===== config.mk =====
export PLATFORM = sky130hd
export DESIGN_NAME = can_error_count_and_id_filter
export DESIGN_NICKNAME = d
export VERILOG_FILES = /design/src/common/can_filter_pkg.sv /design/src/hdl/can_error_count_and_id_filter.sv
export VERILOG_INCLUDE_DIRS = /design/src /design/src/common
export SDC_FILE = /design/constraint.sdc
export NUM_CORES = 1
export LEC_CHECK = 0
export CAP_MARGIN = 25
export CORE_UTILIZATION = 60
export CTS_BUF_LIST = sky130_fd_sc_hd__clkbuf_8
export DETAILED_ROUTE_END_ITERATION = 8
export DONT_BUFFER_PORTS = 1
export PLACE_DENSITY = 0.76
export SYNTH_ARGS = -nofsm -noshare
export SYNTH_HDL_FRONTEND = slang
export SYNTH_SLANG_ARGS = --single-unit

===== constraint.sdc =====
create_clock -name MCLK -period 8.7 [get_ports MCLK]
set_input_delay 1.74 -clock MCLK [delete_from_list [all_inputs] [get_ports MCLK]]
set_output_delay 1.74 -clock MCLK [all_outputs]
set_load 0.03 [all_outputs]

===== src/common/can_filter_cfg.svh =====
// Register offsets, field positions and reset values of the filter and error-count block.
`ifndef CAN_FILTER_CFG_SVH
`define CAN_FILTER_CFG_SVH

// ==========================================================================
// Register indices (byte address is four times the index)
`define OFS_CODE_BANK0      6'h10
`define OFS_CTRL            6'h12
`define OFS_MISC            6'h13
`define OFS_RX_ERR          6'h0E
`define OFS_TX_ERR          6'h0F
`define OFS_CODE_BANK1      6'h18
`define OFS_MASK_BANK0      6'h14
`define OFS_MASK_BANK1      6'h1C

// ==========================================================================
// Field positions
`define BIT_HOLD            0
`define BIT_INIT_REQ        0
`define BIT_SLEEP_REQ       1
`define BIT_RECOVERY_SEL    2
`define POS_ORG             4
`define BIT_INIT_ACK        0
`define BIT_SLEEP_ACK       1

// ==========================================================================
// Reset values
`define RST_BYTE            8'h00
`define RST_ORG             2'h0

`endif


===== src/common/can_filter_pkg.sv =====
// Types shared by the filter and error-count block.
package can_filter_pkg;

  typedef enum logic [1:0] {
    ORG_TWO_32   = 2'b00,
    ORG_FOUR_16  = 2'b01,
    ORG_EIGHT_8  = 2'b10,
    ORG_CLOSED   = 2'b11
  } filter_org_t;

  typedef enum logic [1:0] {
    BUS_IDLE = 2'b00,
    BUS_WAIT = 2'b01,
    BUS_DONE = 2'b10
  } bus_state_t;

endpackage : can_filter_pkg


===== src/hdl/can_error_count_and_id_filter.sv =====
// Bus-off hold flag, error count views and identifier acceptance filter.
//
// The Avalon-MM register port was left to the implementer.
`timescale 1ns/1ps
`include "can_filter_cfg.svh"

// Operation
// RL1 - Writing one clears the hold flag; zero is ignored; readable anytime.
// RL2 - With user recovery selected, bus-off sets hold; clearing it requests recovery.
// RL3 - Receive error view at 0x000E shows internal count, read-only, resets zero.
// RL4 - Transmit error view at 0x000F shows internal count, read-only, resets zero.
// RL5 - Software reads error counts only in sleep or initialization mode.
// RL6 - Error count reads outside those modes need not be synchronised.
// RL7 - Every received frame lands in the background buffer before filtering.
// RL8 - Only accepted frames signal the CPU; rejected ones get overwritten.
// RL9 - Filter compares four identifier bytes with code bytes bit by bit.
// RL10 - Extended frames use all four code and mask bytes of a bank.
// RL11 - Standard frames use only the first two code and mask bytes.
// RL12 - Code registers read anytime, written only in initialization mode.
// RL13 - Each code byte compared with its identifier byte, then masked.
// RL14 - Second code bank sits at 0x0018 to 0x001B, resets to zero.
// RL15 - Mask bits select which code bits take part in acceptance.
// RL16 - Software sets low three mask bits of bytes one and five for standard.
// RL17 - Software sets low three mask bits of bytes 1,3,5,7 for 16-bit standard.
// RL18 - Mask zero needs equality, one ignores; accept when all compared bits match.
// RL19 - Organization selects 2x32, 4x16, 8x8 filters or closed.
// RL20 - Without user recovery the hold flag reads zero and writes do nothing.
module can_error_count_and_id_filter #(
  parameter int ID_BYTES = 4
) (
  // Clock and reset
  input  wire logic        MCLK,
  input  wire logic        RST,
  // Avalon-MM slave
  input  wire logic [7:0]  ADDRESS,
  input  wire logic        READ,
  input  wire logic        WRITE,
  input  wire logic [31:0] WRITEDATA,
  input  wire logic [3:0]  BYTEENABLE,
  output logic [31:0]      READDATA,
  output logic             WAITREQUEST,
  // Protocol engine side
  input  wire logic        INIT_ACKNOWLEDGE,
  input  wire logic        SLEEP_ACKNOWLEDGE,
  input  wire logic [7:0]  RECEIVE_ERROR_COUNT,
  input  wire logic [7:0]  TRANSMIT_ERROR_COUNT,
  input  wire logic        BUSOFF_ENTER,
  input  wire logic        FRAME_STORED,
  input  wire logic        FRAME_EXTENDED,
  input  wire logic [31:0] RECEIVED_IDENTIFIER_BYTES,
  // Results
  output logic             FRAME_ACCEPTED,
  output logic             FRAME_DROPPED,
  output logic [2:0]       HIT_FILTER,
  output logic             RECOVERY_REQUEST,
  output logic             INIT_REQUEST,
  output logic             SLEEP_REQUEST
);

  // ==========================================================================
  // Register map, by word index (the byte address is four times the index).
  // 0x0E holds the receive error count view, read only.
  // 0x0F holds the transmit error count view, read only.
  // 0x10 holds acceptance code bytes 0 to 3, byte lane b carrying code byte b.
  // 0x12 holds the control word.
  // 0x13 holds the bus-off hold flag in bit 0; writing one clears it.
  // 0x14 holds acceptance mask bytes 0 to 3.
  // 0x18 holds acceptance code bytes 4 to 7.
  // 0x1C holds acceptance mask bytes 4 to 7.
  // Every other index reads zero and ignores writes.
  // Control bits: 0 init request, 1 sleep request, 2 user recovery select,
  // 5:4 filter organization, 8 and 9 the synchronised init and sleep acknowledges.
  // Code, mask, organization and recovery select take writes only in init mode,
  // that is with the init request set and its acknowledge seen by the synchroniser.

  // ==========================================================================
  // Storage
  logic [7:0]                code_reg [0:7];
  logic [7:0]                mask_reg [0:7];
  logic [1:0]                org_reg;
  logic                      recovery_sel_reg;
  logic                      hold_reg;
  logic [1:0]                init_sync_reg;
  logic [1:0]                sleep_sync_reg;
  logic                      init_meta_reg;
  logic                      sleep_meta_reg;
  can_filter_pkg::bus_state_t bus_state_reg;
  logic [31:0]               rdata_next;
  logic                      pair_ok;

  wire logic [5:0] word_idx = ADDRESS[7:2];
  wire logic       init_mode = INIT_REQUEST && init_sync_reg[1] && init_sync_reg[0];
  wire logic       accept_cycle = (bus_state_reg == can_filter_pkg::BUS_WAIT);
  wire logic       wr_go = accept_cycle && WRITE;

  // Masked compare of one byte: true when every compared bit matches.
  function automatic logic byte_match(input logic [7:0] id, input logic [7:0] code,
                                      input logic [7:0] mask);
    byte_match = &((~(id ^ code)) | mask); // RL13 RL15 RL18
  endfunction : byte_match

  // Accepted write to the low byte lane of one register word.
  function automatic logic wr_lane0(input logic [5:0] ofs);
    wr_lane0 = wr_go && (word_idx == ofs) && BYTEENABLE[0];
  endfunction : wr_lane0

  // ==========================================================================
  // Mode acknowledge synchronisers (acknowledges come from the bit-clock side).
  // Init mode counts as entered only once the last two stages agree, so a glitch
  // on an acknowledge cannot open the filter setup for a single cycle.
  always_ff @(posedge MCLK or posedge RST) begin
    if (RST) begin
      init_meta_reg  <= 1'b0;
      sleep_meta_reg <= 1'b0;
      init_sync_reg  <= 2'b00;
      sleep_sync_reg <= 2'b00;
    end else begin
      init_meta_reg  <= INIT_ACKNOWLEDGE;
      sleep_meta_reg <= SLEEP_ACKNOWLEDGE;
      init_sync_reg  <= {init_sync_reg[0], init_meta_reg};
      sleep_sync_reg <= {sleep_sync_reg[0], sleep_meta_reg};
    end
  end

  // ==========================================================================
  // Bus handshake: one wait cycle, answer in the second cycle.
  // The read word is captured on the taking edge, so it stands unchanged for the
  // whole answer cycle. The trailing BUS_DONE state keeps a request that is still
  // high at the answering edge from being taken a second time.
  always_ff @(posedge MCLK or posedge RST) begin
    if (RST) begin
      bus_state_reg <= can_filter_pkg::BUS_IDLE;
      WAITREQUEST   <= 1'b1;
      READDATA      <= 32'h00000000;
    end else begin
      unique case (bus_state_reg)
        can_filter_pkg::BUS_IDLE: begin
          WAITREQUEST <= 1'b1;
          if (READ || WRITE) begin
            bus_state_reg <= can_filter_pkg::BUS_WAIT;
            WAITREQUEST   <= 1'b0;
            READDATA      <= rdata_next;
          end
        end
        can_filter_pkg::BUS_WAIT: begin
          bus_state_reg <= can_filter_pkg::BUS_DONE;
          WAITREQUEST   <= 1'b1;
        end
        can_filter_pkg::BUS_DONE: begin
          bus_state_reg <= can_filter_pkg::BUS_IDLE;
        end
        default: begin
          bus_state_reg <= can_filter_pkg::BUS_IDLE;
        end
      endcase
    end
  end

  // Error counts are shown unsynchronised; they are steady in sleep or init mode.
  // Reading them in any other mode may catch a count in the middle of a change,
  // which software is told to avoid; the extra synchroniser was not worth it.
  always_comb begin
    rdata_next = 32'h00000000;
    unique case (word_idx)
      `OFS_RX_ERR: rdata_next[7:0] = RECEIVE_ERROR_COUNT; // RL3 RL6
      `OFS_TX_ERR: rdata_next[7:0] = TRANSMIT_ERROR_COUNT; // RL4 RL6
      `OFS_MISC:   rdata_next[`BIT_HOLD] = hold_reg; // RL1
      `OFS_CTRL: begin
        rdata_next[`BIT_INIT_REQ]     = INIT_REQUEST;
        rdata_next[`BIT_SLEEP_REQ]    = SLEEP_REQUEST;
        rdata_next[`BIT_RECOVERY_SEL] = recovery_sel_reg;
        rdata_next[`POS_ORG +: 2]     = org_reg;
        rdata_next[8 + `BIT_INIT_ACK]  = init_sync_reg[1];
        rdata_next[8 + `BIT_SLEEP_ACK] = sleep_sync_reg[1];
      end
      `OFS_CODE_BANK0: rdata_next = {code_reg[3], code_reg[2], code_reg[1], code_reg[0]}; // RL12
      `OFS_CODE_BANK1: rdata_next = {code_reg[7], code_reg[6], code_reg[5], code_reg[4]}; // RL14
      `OFS_MASK_BANK0: rdata_next = {mask_reg[3], mask_reg[2], mask_reg[1], mask_reg[0]};
      `OFS_MASK_BANK1: rdata_next = {mask_reg[7], mask_reg[6], mask_reg[5], mask_reg[4]};
      default:         rdata_next = 32'h00000000;
    endcase
  end

  // ==========================================================================
  // Mode requests may be written in any mode; this is how software leaves init.
  always_ff @(posedge MCLK or posedge RST) begin
    if (RST) begin
      INIT_REQUEST  <= 1'b1;
      SLEEP_REQUEST <= 1'b0;
    end else if (wr_lane0(`OFS_CTRL)) begin
      INIT_REQUEST  <= WRITEDATA[`BIT_INIT_REQ];
      SLEEP_REQUEST <= WRITEDATA[`BIT_SLEEP_REQ];
    end
  end

  // Organization and recovery select are frozen outside init mode, so a running
  // filter never sees a half-written setup.
  always_ff @(posedge MCLK or posedge RST) begin
    if (RST) begin
      recovery_sel_reg <= 1'b0;
      org_reg          <= `RST_ORG;
    end else if (wr_lane0(`OFS_CTRL) && init_mode) begin // RL12
      recovery_sel_reg <= WRITEDATA[`BIT_RECOVERY_SEL];
      org_reg          <= WRITEDATA[`POS_ORG +: 2];
    end
  end

  // ==========================================================================
  // Acceptance code bytes change only in initialization mode.
  always_ff @(posedge MCLK or posedge RST) begin
    if (RST) begin
      for (int i = 0; i < 8; i++) begin
        code_reg[i] <= `RST_BYTE; // RL14
      end
    end else if (wr_go && init_mode) begin // RL12
      for (int b = 0; b < 4; b++) begin
        if (BYTEENABLE[b] && word_idx == `OFS_CODE_BANK0) begin
          code_reg[b] <= WRITEDATA[8*b +: 8];
        end
        if (BYTEENABLE[b] && word_idx == `OFS_CODE_BANK1) begin
          code_reg[b + 4] <= WRITEDATA[8*b +: 8]; // RL14
        end
      end
    end
  end

  // Mask bytes follow the same rule; a set bit takes its code bit out of the compare.
  always_ff @(posedge MCLK or posedge RST) begin
    if (RST) begin
      for (int i = 0; i < 8; i++) begin
        mask_reg[i] <= `RST_BYTE;
      end
    end else if (wr_go && init_mode) begin // RL12
      for (int b = 0; b < 4; b++) begin
        if (BYTEENABLE[b] && word_idx == `OFS_MASK_BANK0) begin
          mask_reg[b] <= WRITEDATA[8*b +: 8]; // RL15
        end
        if (BYTEENABLE[b] && word_idx == `OFS_MASK_BANK1) begin
          mask_reg[b + 4] <= WRITEDATA[8*b +: 8]; // RL15
        end
      end
    end
  end

  // ==========================================================================
  // Bus-off hold. Entering bus-off wins over a same-cycle clear.
  // Letting the clear win would start a recovery from a bus-off state that the
  // software has not seen yet; the lost clear is simply repeated by software.
  // The recovery request is a single pulse to the engine, raised only when the
  // flag was really set, so a stray write of one does not restart anything.
  always_ff @(posedge MCLK or posedge RST) begin
    if (RST) begin
      hold_reg         <= 1'b0;
      RECOVERY_REQUEST <= 1'b0;
    end else begin
      RECOVERY_REQUEST <= 1'b0;
      if (!recovery_sel_reg) begin
        hold_reg <= 1'b0; // RL20
      end else if (BUSOFF_ENTER) begin
        hold_reg <= 1'b1; // RL2
      end else if (wr_lane0(`OFS_MISC) && WRITEDATA[`BIT_HOLD] && hold_reg) begin
        hold_reg         <= 1'b0; // RL1
        RECOVERY_REQUEST <= 1'b1; // RL2
      end
    end
  end

  // ==========================================================================
  // Acceptance filter, evaluated once the frame sits in the background buffer.
  // Filters are scanned from the top down so that the lowest-numbered hit wins,
  // which is the filter the hit field then reports.
  // Identifier byte 0 travels in the top byte of the identifier bus.
  logic       hit_any;
  logic [2:0] hit_idx;
  logic [7:0] idb [0:3];

  always_comb begin
    hit_any = 1'b0;
    hit_idx = 3'h0;
    pair_ok = 1'b0;
    for (int k = 0; k < ID_BYTES; k++) begin
      idb[k] = RECEIVED_IDENTIFIER_BYTES[8*(3-k) +: 8]; // RL9
    end
    unique case (can_filter_pkg::filter_org_t'(org_reg)) // RL19
      can_filter_pkg::ORG_TWO_32: begin
        // Standard frames stop after the first two bytes of each bank.
        for (int f = 1; f >= 0; f--) begin
          pair_ok = byte_match(idb[0], code_reg[4*f], mask_reg[4*f])
                  && byte_match(idb[1], code_reg[4*f+1], mask_reg[4*f+1]); // RL11
          if (FRAME_EXTENDED) begin
            pair_ok = pair_ok && byte_match(idb[2], code_reg[4*f+2], mask_reg[4*f+2])
                    && byte_match(idb[3], code_reg[4*f+3], mask_reg[4*f+3]); // RL10
          end
          if (pair_ok) begin
            hit_any = 1'b1;
            hit_idx = 3'(f);
          end
        end
      end
      can_filter_pkg::ORG_FOUR_16: begin
        // Each filter is a code and mask pair laid over identifier bytes 0 and 1.
        for (int f = 3; f >= 0; f--) begin
          if (byte_match(idb[0], code_reg[2*f], mask_reg[2*f])
              && byte_match(idb[1], code_reg[2*f+1], mask_reg[2*f+1])) begin
            hit_any = 1'b1;
            hit_idx = 3'(f);
          end
        end
      end
      can_filter_pkg::ORG_EIGHT_8: begin
        // Each filter is one code and mask byte laid over identifier byte 0.
        for (int f = 7; f >= 0; f--) begin
          if (byte_match(idb[0], code_reg[f], mask_reg[f])) begin
            hit_any = 1'b1;
            hit_idx = 3'(f);
          end
        end
      end
      can_filter_pkg::ORG_CLOSED: hit_any = 1'b0; // RL19
    endcase
  end

  // The verdict follows the strobe by one cycle; the hit field keeps the last
  // accepted filter, so a dropped frame leaves it untouched.
  always_ff @(posedge MCLK or posedge RST) begin
    if (RST) begin
      FRAME_ACCEPTED <= 1'b0;
      FRAME_DROPPED  <= 1'b0;
      HIT_FILTER     <= 3'h0;
    end else begin
      FRAME_ACCEPTED <= FRAME_STORED && hit_any; // RL7 RL8
      FRAME_DROPPED  <= FRAME_STORED && !hit_any; // RL8
      if (FRAME_STORED && hit_any) begin
        HIT_FILTER <= hit_idx;
      end
    end
  end

  // Limitation: the filter keeps no history. A rejected frame leaves nothing
  // behind, and the engine must hold the identifier steady only in the strobe
  // cycle, because the next strobe simply overwrites the background buffer.

endmodule : can_error_count_and_id_filter


# Yosys cells after proc, flatten, opt, wreduce, memory -nomap -nowiden
# Cells that the tools add are included.
# classes
n_eq_ne	14
mux	51
bitwise	48
n_reduce_logical	75
# op_table
op	count
$not A8 Y8	16
$or A8 B8 Y8	16
$reduce_and A8 Y1	16
$xor A8 B8 Y8	16
$pmux W22 S4	1
$logic_and A1 B1 Y1	37
$eq A6 B5 Y1 const B	6
$mux W3	12
$reduce_and A2 Y1	17
$pmux W2 S7	2
$mux W1	26
$eq A6 B4 Y1 const B	2
$pmux W2 S6	1
$pmux W2 S5	1
$pmux W3 S3	1
$pmux W1 S8	1
$pmux W1 S6	1
$eq A2 B1 Y1 const B	2
$eq A2 B2 Y1 const B	2
$logic_not A2 Y1	2
$mux W2	2
$pmux W1 S4	1
$pmux W2 S2	1
$ne A3 B2 Y1 const B	1
other kinds (5)	5
# totals
regBits	181
input_bits	101
out_inout_bits	41

# Depth between registers and ports, before layout
# Gate-level depths: netlist of run 1.
# depth
depth_word	15
ltp_mapped	9
ltp_nobuf	7

# Least setup slack after synthesis of run 1
# No wires, ideal clock.
# synth_timing
path_type	input to register
start	input RECEIVED_IDENTIFIER_BYTES[16]
end	register HIT_FILTER[1]
setup_time_ns	0.125
arrival_time_ns	3.255
t_required_ns	8.575
setup_slack_ns	5.320
stages	8
n_path_buf	1
cell_sequence	clkbuf_1 -> xnor2_1 -> o22ai_1 -> nor4_1 -> nand2_1 -> a41oi_2 -> o211ai_2 -> mux2_4
# synth_via
elab_chain_len	13
word_cells_on_any_way	41
cone_classes	mux (16); bitwise (12); reduce/logical (13)
# synth_rtl
item	line	text
start: declaration	can_error_count_and_id_filter.sv:50	input wire logic [31:0] RECEIVED_IDENTIFIER_BYTES,
$xor A8 B8 Y8	can_error_count_and_id_filter.sv:99	byte_match = &((~(id ^ code)) | mask);
$not A8 Y8	can_error_count_and_id_filter.sv:99	
$or A8 B8 Y8	can_error_count_and_id_filter.sv:99	
$reduce_and A8 Y1	can_error_count_and_id_filter.sv:99	
$logic_and A1 B1 Y1	can_error_count_and_id_filter.sv:289, can_error_count_and_id_filter.sv:304	
$logic_and A1 B1 Y1	can_error_count_and_id_filter.sv:291	pair_ok = pair_ok && byte_match(idb[2], code_reg[4*f+2], mask_reg[4*f+2])
$logic_and A1 B1 Y1	can_error_count_and_id_filter.sv:292	&& byte_match(idb[3], code_reg[4*f+3], mask_reg[4*f+3]);
$mux W1	can_error_count_and_id_filter.sv:290	if (FRAME_EXTENDED) begin
$mux W1	can_error_count_and_id_filter.sv:284	unique case (can_filter_pkg::filter_org_t'(org_reg))
$mux W1 (2 in a row)	can_error_count_and_id_filter.sv:294	if (pair_ok) begin
$pmux W1 S4	can_error_count_and_id_filter.sv:284	
$logic_and A1 B1 Y1	can_error_count_and_id_filter.sv:333	if (FRAME_STORED && hit_any) begin
end signal: assignment	can_error_count_and_id_filter.sv:334	HIT_FILTER <= hit_idx;
end: declaration	can_error_count_and_id_filter.sv:54	output logic [2:0] HIT_FILTER,
# Parallel ways exist; a longest one is shown, timed or not. The select of a mux whose other input is x is not followed.
# A chain may end at the register's enable or synchronous reset.

# Worst setup path after layout of run 1
# layout_timing
start	input ADDRESS[7]
end	register READDATA[20]
# layout_via
elab_chain_len	2
word_cells_on_any_way	5
cone_classes	eq/ne (4); mux (1)
# layout_rtl
item	line	text
start: declaration	can_error_count_and_id_filter.sv:35	input wire logic [7:0] ADDRESS,
$eq A6 B5 Y1	can_error_count_and_id_filter.sv:164	unique case (word_idx)
$pmux W22 S4 *	can_error_count_and_id_filter.sv:164	
end signal: assignment	can_error_count_and_id_filter.sv:142	READDATA <= rdata_next;
end: declaration	can_error_count_and_id_filter.sv:40	output logic [31:0] READDATA,
# Every way passes the cells marked *; elsewhere a longest branch is shown, timed or not.

==> impl_metrics.py, run 1 <==
metrics = {
    "synth": {
        "synth.area.top_cells": "dfrtp_1, mux2_2, xnor2_1",
        "dominant_combinational_cell_family_by_area_after_synthesis": "multiplexers",
        "synthDominantCellAreaShare_pct": 46.0,
        "synth_edf_count": 0,
        "ys_warn_count": 0,
        "dominantRegCellSynth": "dfrtp_1",
        "post_synth_mux_area_share_pct": 16.5,
        "area_fraction_in_compound_gates_after_synthesis_pct": 14.3,
        "yosys.area_share.adder_pct": 0,
        "synth_sequential_area_ratio_pct": 46.5,
        "mappedNetlistNets": 927,
        "synth.ff_latch_count": 181,
        "synth_area_um2": 9740,
        "synth_xor_xnor_area_share_pct": 12.1,
        "synthesis.area_per_instance_um2": 11.8,
        "synth_cell_types": 53,
        "post-synth-top-area-cell": "dfrtp_1",
        "async_set_or_reset_flop_fraction_in_the_synthesized_netlist_pct": 100,
        "netlist_instances": 826,
        "fraction_of_the_mapped_netlist_area_in_simple_logic_gates_pct": 7.26,
    },
    "grt": {
        "grt_pass1_wl_mm": 41.4,
        "globalRouteOverflowTotal": 0,
        "grt_pass1_vias": 7057,
        "grt_antenna_before_repair": 0,
        "grt_start_max_net_pins": 73,
        "groute.usage.overall_pct": 33.7,
    },
    "drt": {
        "postRouteAntennaNets": 0,
        "drt-wirelength-per-cell_um": 26.3,
        "drc": 0,
        "post_drt_via_cell_ratio": 6.79,
        "drt_pre_antenna_iters": 7,
        "drt_first_iter_violations": 600,
        "vias": 6935,
        "drt_wl_total_mm": 26.9,
    },
    "worst_hold_path": {
        "hp-class": "reg -> reg",
        "whs_path_depth": 0,
        "hold_path.startpoint": "sleep_sync_reg[0]",
        "hold_end": "sleep_sync_reg[1]",
    },
    "sta": {
        "maxSlewViolCount": 0,
        "relSlewSlack_pct": 33.3,
        "finalSetupViolCount": 0,
        "final-hold-violation-count": 0,
        "hold-worst-slack_ns": 0.360,
        "achievable-frequency_mhz": 279,
        "grt_setup_unrepaired": "false",
        "post_route_setup_tns_ns": 0,
        "final_period_minus_worst_setup_slack_ns": 3.58,
        "timing_worst_slew_pin_value_ns": 1.00,
        "clock_skew_ns": 0.0146,
        "period_share_pct": 41.2,
    },
    "critical_path": {
        "r2r.worst_path.cells": 7,
        "critPathMaxStageDelay_ns": 0.75,
        "critical-path-slowest-cell": "and3_1",
        "cp-start-kind": "primary input",
        "timing.critical_path.fanout_max": 16,
        "crit_end_element": "flip-flop",
        "path_cells": "nor4b_2 > clkbuf_4 > and3_1 > buf_4 > a22oi_1 > a31oi_1",
        "critical_path_required_ns": 9.09,
        "crit-reg2reg-capture": "HIT_FILTER[1]",
        "r2r_start": "code_reg[5]",
        "worst_endpoint_data_arrival_time_ns": 3.97,
        "path_class": "in -> reg",
        "worstSetupStartpoint": "ADDRESS[7]",
        "reg2reg_setup_slack_ns": 6.24,
    },
    "floorplanning": {
        "io-pin-count": 142,
        "die_h_um": 129,
        "core-area_um2": 15900,
        "die_area_um2": 16700,
        "chipWidth_um": 129,
        "initial_standard_cell_utilization_of_the_core_pct": 61.3,
        "core.rowCount": 46,
    },
    "finish": {
        "commonest_cells_after_routing_fill_and_taps_aside": "dfrtp_1, mux2_2, xnor2_1",
        "nets": 894,
        "finalInstanceArea_um2": 10100,
        "antenna_diode_count": 0,
        "post_route_cells_drive_above_1_share_pct": 27.7,
        "growth_of_design_area_from_synthesis_to_finish_pct": 4.18,
        "layout.cells.most_common": "dfrtp_1",
        "layout.filler_cells": 1239,
        "fin_util_pct": 63.8,
    },
    "cts": {
        "clk_path_buf_depth": 2,
        "h_tree_levels": 4,
        "cts_tree": "done",
        "cts-hold-fix-buffers": 0,
        "cts_root_buf": "clkbuf_8",
        "cts_setup_buffers": 0,
        "clk-insertion-delay-late_ns": 0.48,
        "cts_resized": 0,
        "clock_sinks": 181,
        "cts_buffers": 17,
        "cts.reportedPaths.clkPinSlew_ns": 0.09,
    },
    "pwr": {
        "vdd_ir_drop_max_v": 0.000170,
        "power.static_leakage_nw": 4.16,
        "power_per_cell_area_nw_per_um2": 187,
        "total_power_mw": 1.89,
    },
    "placement": {
        "dp.final_hpwl_mm": 19.1,
        "placement.io_buffers": 0,
        "placed_area_um2": 9740,
        "gp_routability_congestion": 0.929,
    },
    "run_status": {
        "run_status": "finished clean",
    },
    "flow_run": {
        "max-cap-violations": 0,
    },
}
[worst max path at each step]
stage | end | slack (ns) | cells past startpoint
floorplan | FRAME_ACCEPTED | 2.05 | 1
global placement | READDATA[23] | 4.55 | 5
detailed placement | READDATA[25] | 4.42 | 5
CTS | READDATA[25] | 4.92 | 5
global route | READDATA[25] | 5.15 | 6
finish | READDATA[20] | 5.12 | 6
[layer usage]
layer / track usage (%) / vias up / share of wire (%)
met2: 53.3 / 338 / 47
li1: - / 2970 / -
met1: 43.3 / 3552 / 40
met5: 0 / - / 0
met4: 16.1 / 0 / 4.0
met3: 9.04 / 75 / 8.6
[through the flow]
step | setup slack, ns | instances
4_1_cts | 4.92 | 1021
6_report | 5.12 | 1022
5_1_grt | 5.15 | 1022
2_1_floorplan | 2.05 | 826
3_5_place_dp | 4.42 | 989
3_3_place_gp | 4.55 | 989
[synth_stat cells (3+ instances only)]
master and count:
o22ai_1 60, clkbuf_1 25, o21ai_0 6, xnor2_2 7, a222oi_1 3, mux2_2 139
buf_2 25, nor4_4 4, dfrtp_1 179, a22o_1 4, nor2b_1 8, xnor2_1 121
nor4_1 8, buf_6 8, nor2_2 16, and3_1 3, a21oi_1 3, nand2_1 16
inv_1 4, a22oi_1 63, a31oi_1 32, a41oi_1 3, a21o_1 5, and2_1 4
o22ai_2 4, nor2_1 37, nor4_2 5
[cell type report]
type	count	area, um^2	share of cell area [%]
clock inverters	12	116	1.15
multi-input cells	581	4870	48.0
repair buffers	7	52.6	0.518
clock buffers	20	275	2.71
inverters	5	23.8	0.234
flip-flops and latches	181	4530	44.7
well taps	216	270	2.66
[worst max-delay path, delay by kind of cell]
| family | cells | cell delay [ns] |
|---|---|---|
| and+or+nand+nor | 2 | 1.16 |
| AOI/OAI and AO/OA | 2 | 0.35 |
| buffers and inverters | 2 | 0.71 |
[logic make-up after synthesis]
family	count (synthesis)
compound gates	195
xor+xnor	128
buf+inv	64
flops	181
mux	142
simple gates	116
[report_power, final]
part | leakage [nW] | switching (mW) | internal, mW
registers | 2.46 | 0.180 | 0.912
clock network | 0.206 | 0.298 | 0.273
logic | 1.50 | 0.139 | 0.0891
total | 4.16 | 0.618 | 1.27
No activity file was read; power rests on OpenSTA's default activity.
==> inputs of run 2 (changes only) <==
==> constraint.sdc (replaced) <==
create_clock -name MCLK -period 3.4 [get_ports MCLK]
set_input_delay 0.68 -clock MCLK [delete_from_list [all_inputs] [get_ports MCLK]]
set_output_delay 0.68 -clock MCLK [all_outputs]
set_load 0.03 [all_outputs]
==> impl_metrics.py, run 2 (synthesized netlist as in run 1, its figures left out) <==
metrics = {
    "sta": {
        "relSlewSlack_pct": 32.6,
        "timing_worst_slew_pin_value_ns": 1.01,
        "maxSlewViolCount": 0,
        "achievable-frequency_mhz": 413,
        "timing.final.ws_setup_ns": 0.976,
        "post_route_setup_tns_ns": 0,
        "clock_skew_ns": 0.0154,
        "final_period_minus_worst_setup_slack_ns": 2.42,
        "final-hold-violation-count": 0,
        "finalSetupViolCount": 0,
        "grt_setup_unrepaired": "false",
        "period_share_pct": 71.3,
    },
    "grt": {
        "globalRouteOverflowTotal": 0,
        "grt_start_max_net_pins": 182,
        "groute.usage.overall_pct": 33.6,
        "grt_pass1_vias": 7241,
        "grt_pass1_wl_mm": 41.0,
        "grt_antenna_before_repair": 0,
    },
    "floorplanning": {
        "core-area_um2": 15900,
        "io-pin-count": 142,
        "die_area_um2": 16700,
        "die_h_um": 129,
        "core.rowCount": 46,
        "chipWidth_um": 129,
        "initial_standard_cell_utilization_of_the_core_pct": 61.3,
    },
    "worst_hold_path": {
        "whs_path_depth": 0,
        "hp-class": "in -> reg",
        "hold_path.startpoint": "INIT_ACKNOWLEDGE",
        "hold_end": "init_meta_reg",
    },
    "cts": {
        "clock_sinks": 181,
        "h_tree_levels": 4,
        "clk-insertion-delay-late_ns": 0.49,
        "clk_path_buf_depth": 2,
        "cts_setup_buffers": 0,
        "cts_root_buf": "clkbuf_8",
        "cts-hold-fix-buffers": 0,
        "cts_buffers": 17,
        "cts_resized": 0,
        "cts.reportedPaths.clkPinSlew_ns": 0.09,
        "cts_tree": "done",
    },
    "critical_path": {
        "crit-reg2reg-capture": "HIT_FILTER[1]",
        "path_class": "reg -> reg",
        "reg2reg_setup_slack_ns": 0.98,
        "timing.critical_path.fanout_max": 5,
        "crit_end_element": "flip-flop",
        "path_cells": "xnor2_1 > o22ai_1 > nor4_1 > a21boi_0 > o221ai_2 > o211ai_2 > mux2_4",
        "critical-path-slowest-cell": "dfrtp_1",
        "r2r_start": "code_reg[33]",
        "critPathMaxStageDelay_ns": 0.50,
        "r2r.worst_path.cells": 7,
        "worst_endpoint_data_arrival_time_ns": 2.80,
        "cp-start-kind": "flip-flop",
        "critical_path_required_ns": 3.78,
    },
    "finish": {
        "layout.cells.most_common": "dfrtp_1",
        "post_route_cells_drive_above_1_share_pct": 28.3,
        "growth_of_design_area_from_synthesis_to_finish_pct": 5.05,
        "antenna_diode_count": 0,
        "commonest_cells_after_routing_fill_and_taps_aside": "dfrtp_1, mux2_2, xnor2_1",
        "layout.filler_cells": 1252,
        "nets": 898,
    },
    "placement": {
        "placement.io_buffers": 0,
        "dpl_worst_slack_ns": 0.811,
        "gp_routability_congestion": 0.956,
        "dp.final_hpwl_mm": 19.2,
    },
    "drt": {
        "drt_pre_antenna_iters": 6,
        "drt_first_iter_violations": 588,
        "vias": 6873,
        "drt_wl_total_mm": 26.7,
        "drt-wirelength-per-cell_um": 26.0,
        "drc": 0,
        "postRouteAntennaNets": 0,
        "post_drt_via_cell_ratio": 6.70,
    },
    "pwr": {
        "power_per_cell_area_nw_per_um2": 489,
        "power.static_leakage_nw": 4.20,
        "vdd_ir_drop_max_v": 0.000432,
    },
    "run_status": {
        "run_status": "finished clean",
    },
    "flow_run": {
        "max-cap-violations": 0,
    },
}
## run 2: cell types whose count changed in the layout (fill, tap and decap cells not counted)
cell / previous run / this run
and2_1: 3 / 4
buf_12: 0 / 1
inv_6: 1 / 3
inv_8: 0 / 1
clkbuf_8: 20 / 17
inv_1: 7 / 4
clkbuf_4: 1 / 0
clkinvlp_4: 3 / 4
buf_4: 6 / 10
bufinv_16: 2 / 4
and2_2: 1 / 0
## run 2: worst max path at each step
stage,start,cells after the start,to
6_report,code_reg[33],7,HIT_FILTER[1]
5_1_grt,code_reg[0],7,HIT_FILTER[1]
4_1_cts,code_reg[5],7,HIT_FILTER[1]
3_5_place_dp,ADDRESS[7],6,READDATA[17]
3_3_place_gp,ADDRESS[7],6,READDATA[31]
2_1_floorplan,RST,1,FRAME_ACCEPTED
## run 2: per-stage QoR
stage | cells | utilization [%] | total power [mW] | hold WS [ns] | instance area [um^2]
floorplan | 826 | - | 3.28 | 0.331 | 9740
global placement | 994 | 61.6 | 3.39 | 0.336 | 9790
detailed placement | 994 | 61.6 | 3.42 | 0.341 | 9790
CTS | 1026 | 64.4 | 5.03 | 0.184 | 10200
global route | 1026 | 64.4 | 5.20 | 0.190 | 10200
finish | 1026 | 64.4 | 5.00 | 0.215 | 10200
## run 2: layout make-up
cell class                 count  area [um^2]  area share (%)
clock buffer                  17          234            2.29
clock inverter                15          203            1.98
inverter                       5         22.5           0.220
multi-input combinational    581         4870            47.6
sequential                   181         4530            44.3
tap                          216          270            2.64
timing repair buffer          11         95.1           0.930
## run 2: per-layer routing
layer,GRT usage (%),part of all wire (%),vias up
met3,10.7,10,78
met4,18.1,3.8,0
met1,40.9,38,3437
li1,-,-,2983
met2,53.5,48,375
met5,0,0,-
## run 2: critical path: cells and delay by family, from the launching register on
kind	cells	cell delay [ns]
compound gates	4	0.87
flops	1	0.50
xor+xnor	1	0.22
simple gates	1	0.41
mux	1	0.32
## run 2: report_power, final
| group | total [mW] | internal [mW] | leakage [nW] | switching (mW) |
|---|---|---|---|---|
| logic | 0.587 | 0.233 | 1.52 | 0.354 |
| clock network | 1.62 | 0.807 | 0.216 | 0.818 |
| registers | 2.79 | 2.33 | 2.46 | 0.458 |
| total | 5.00 | 3.37 | 4.20 | 1.63 |
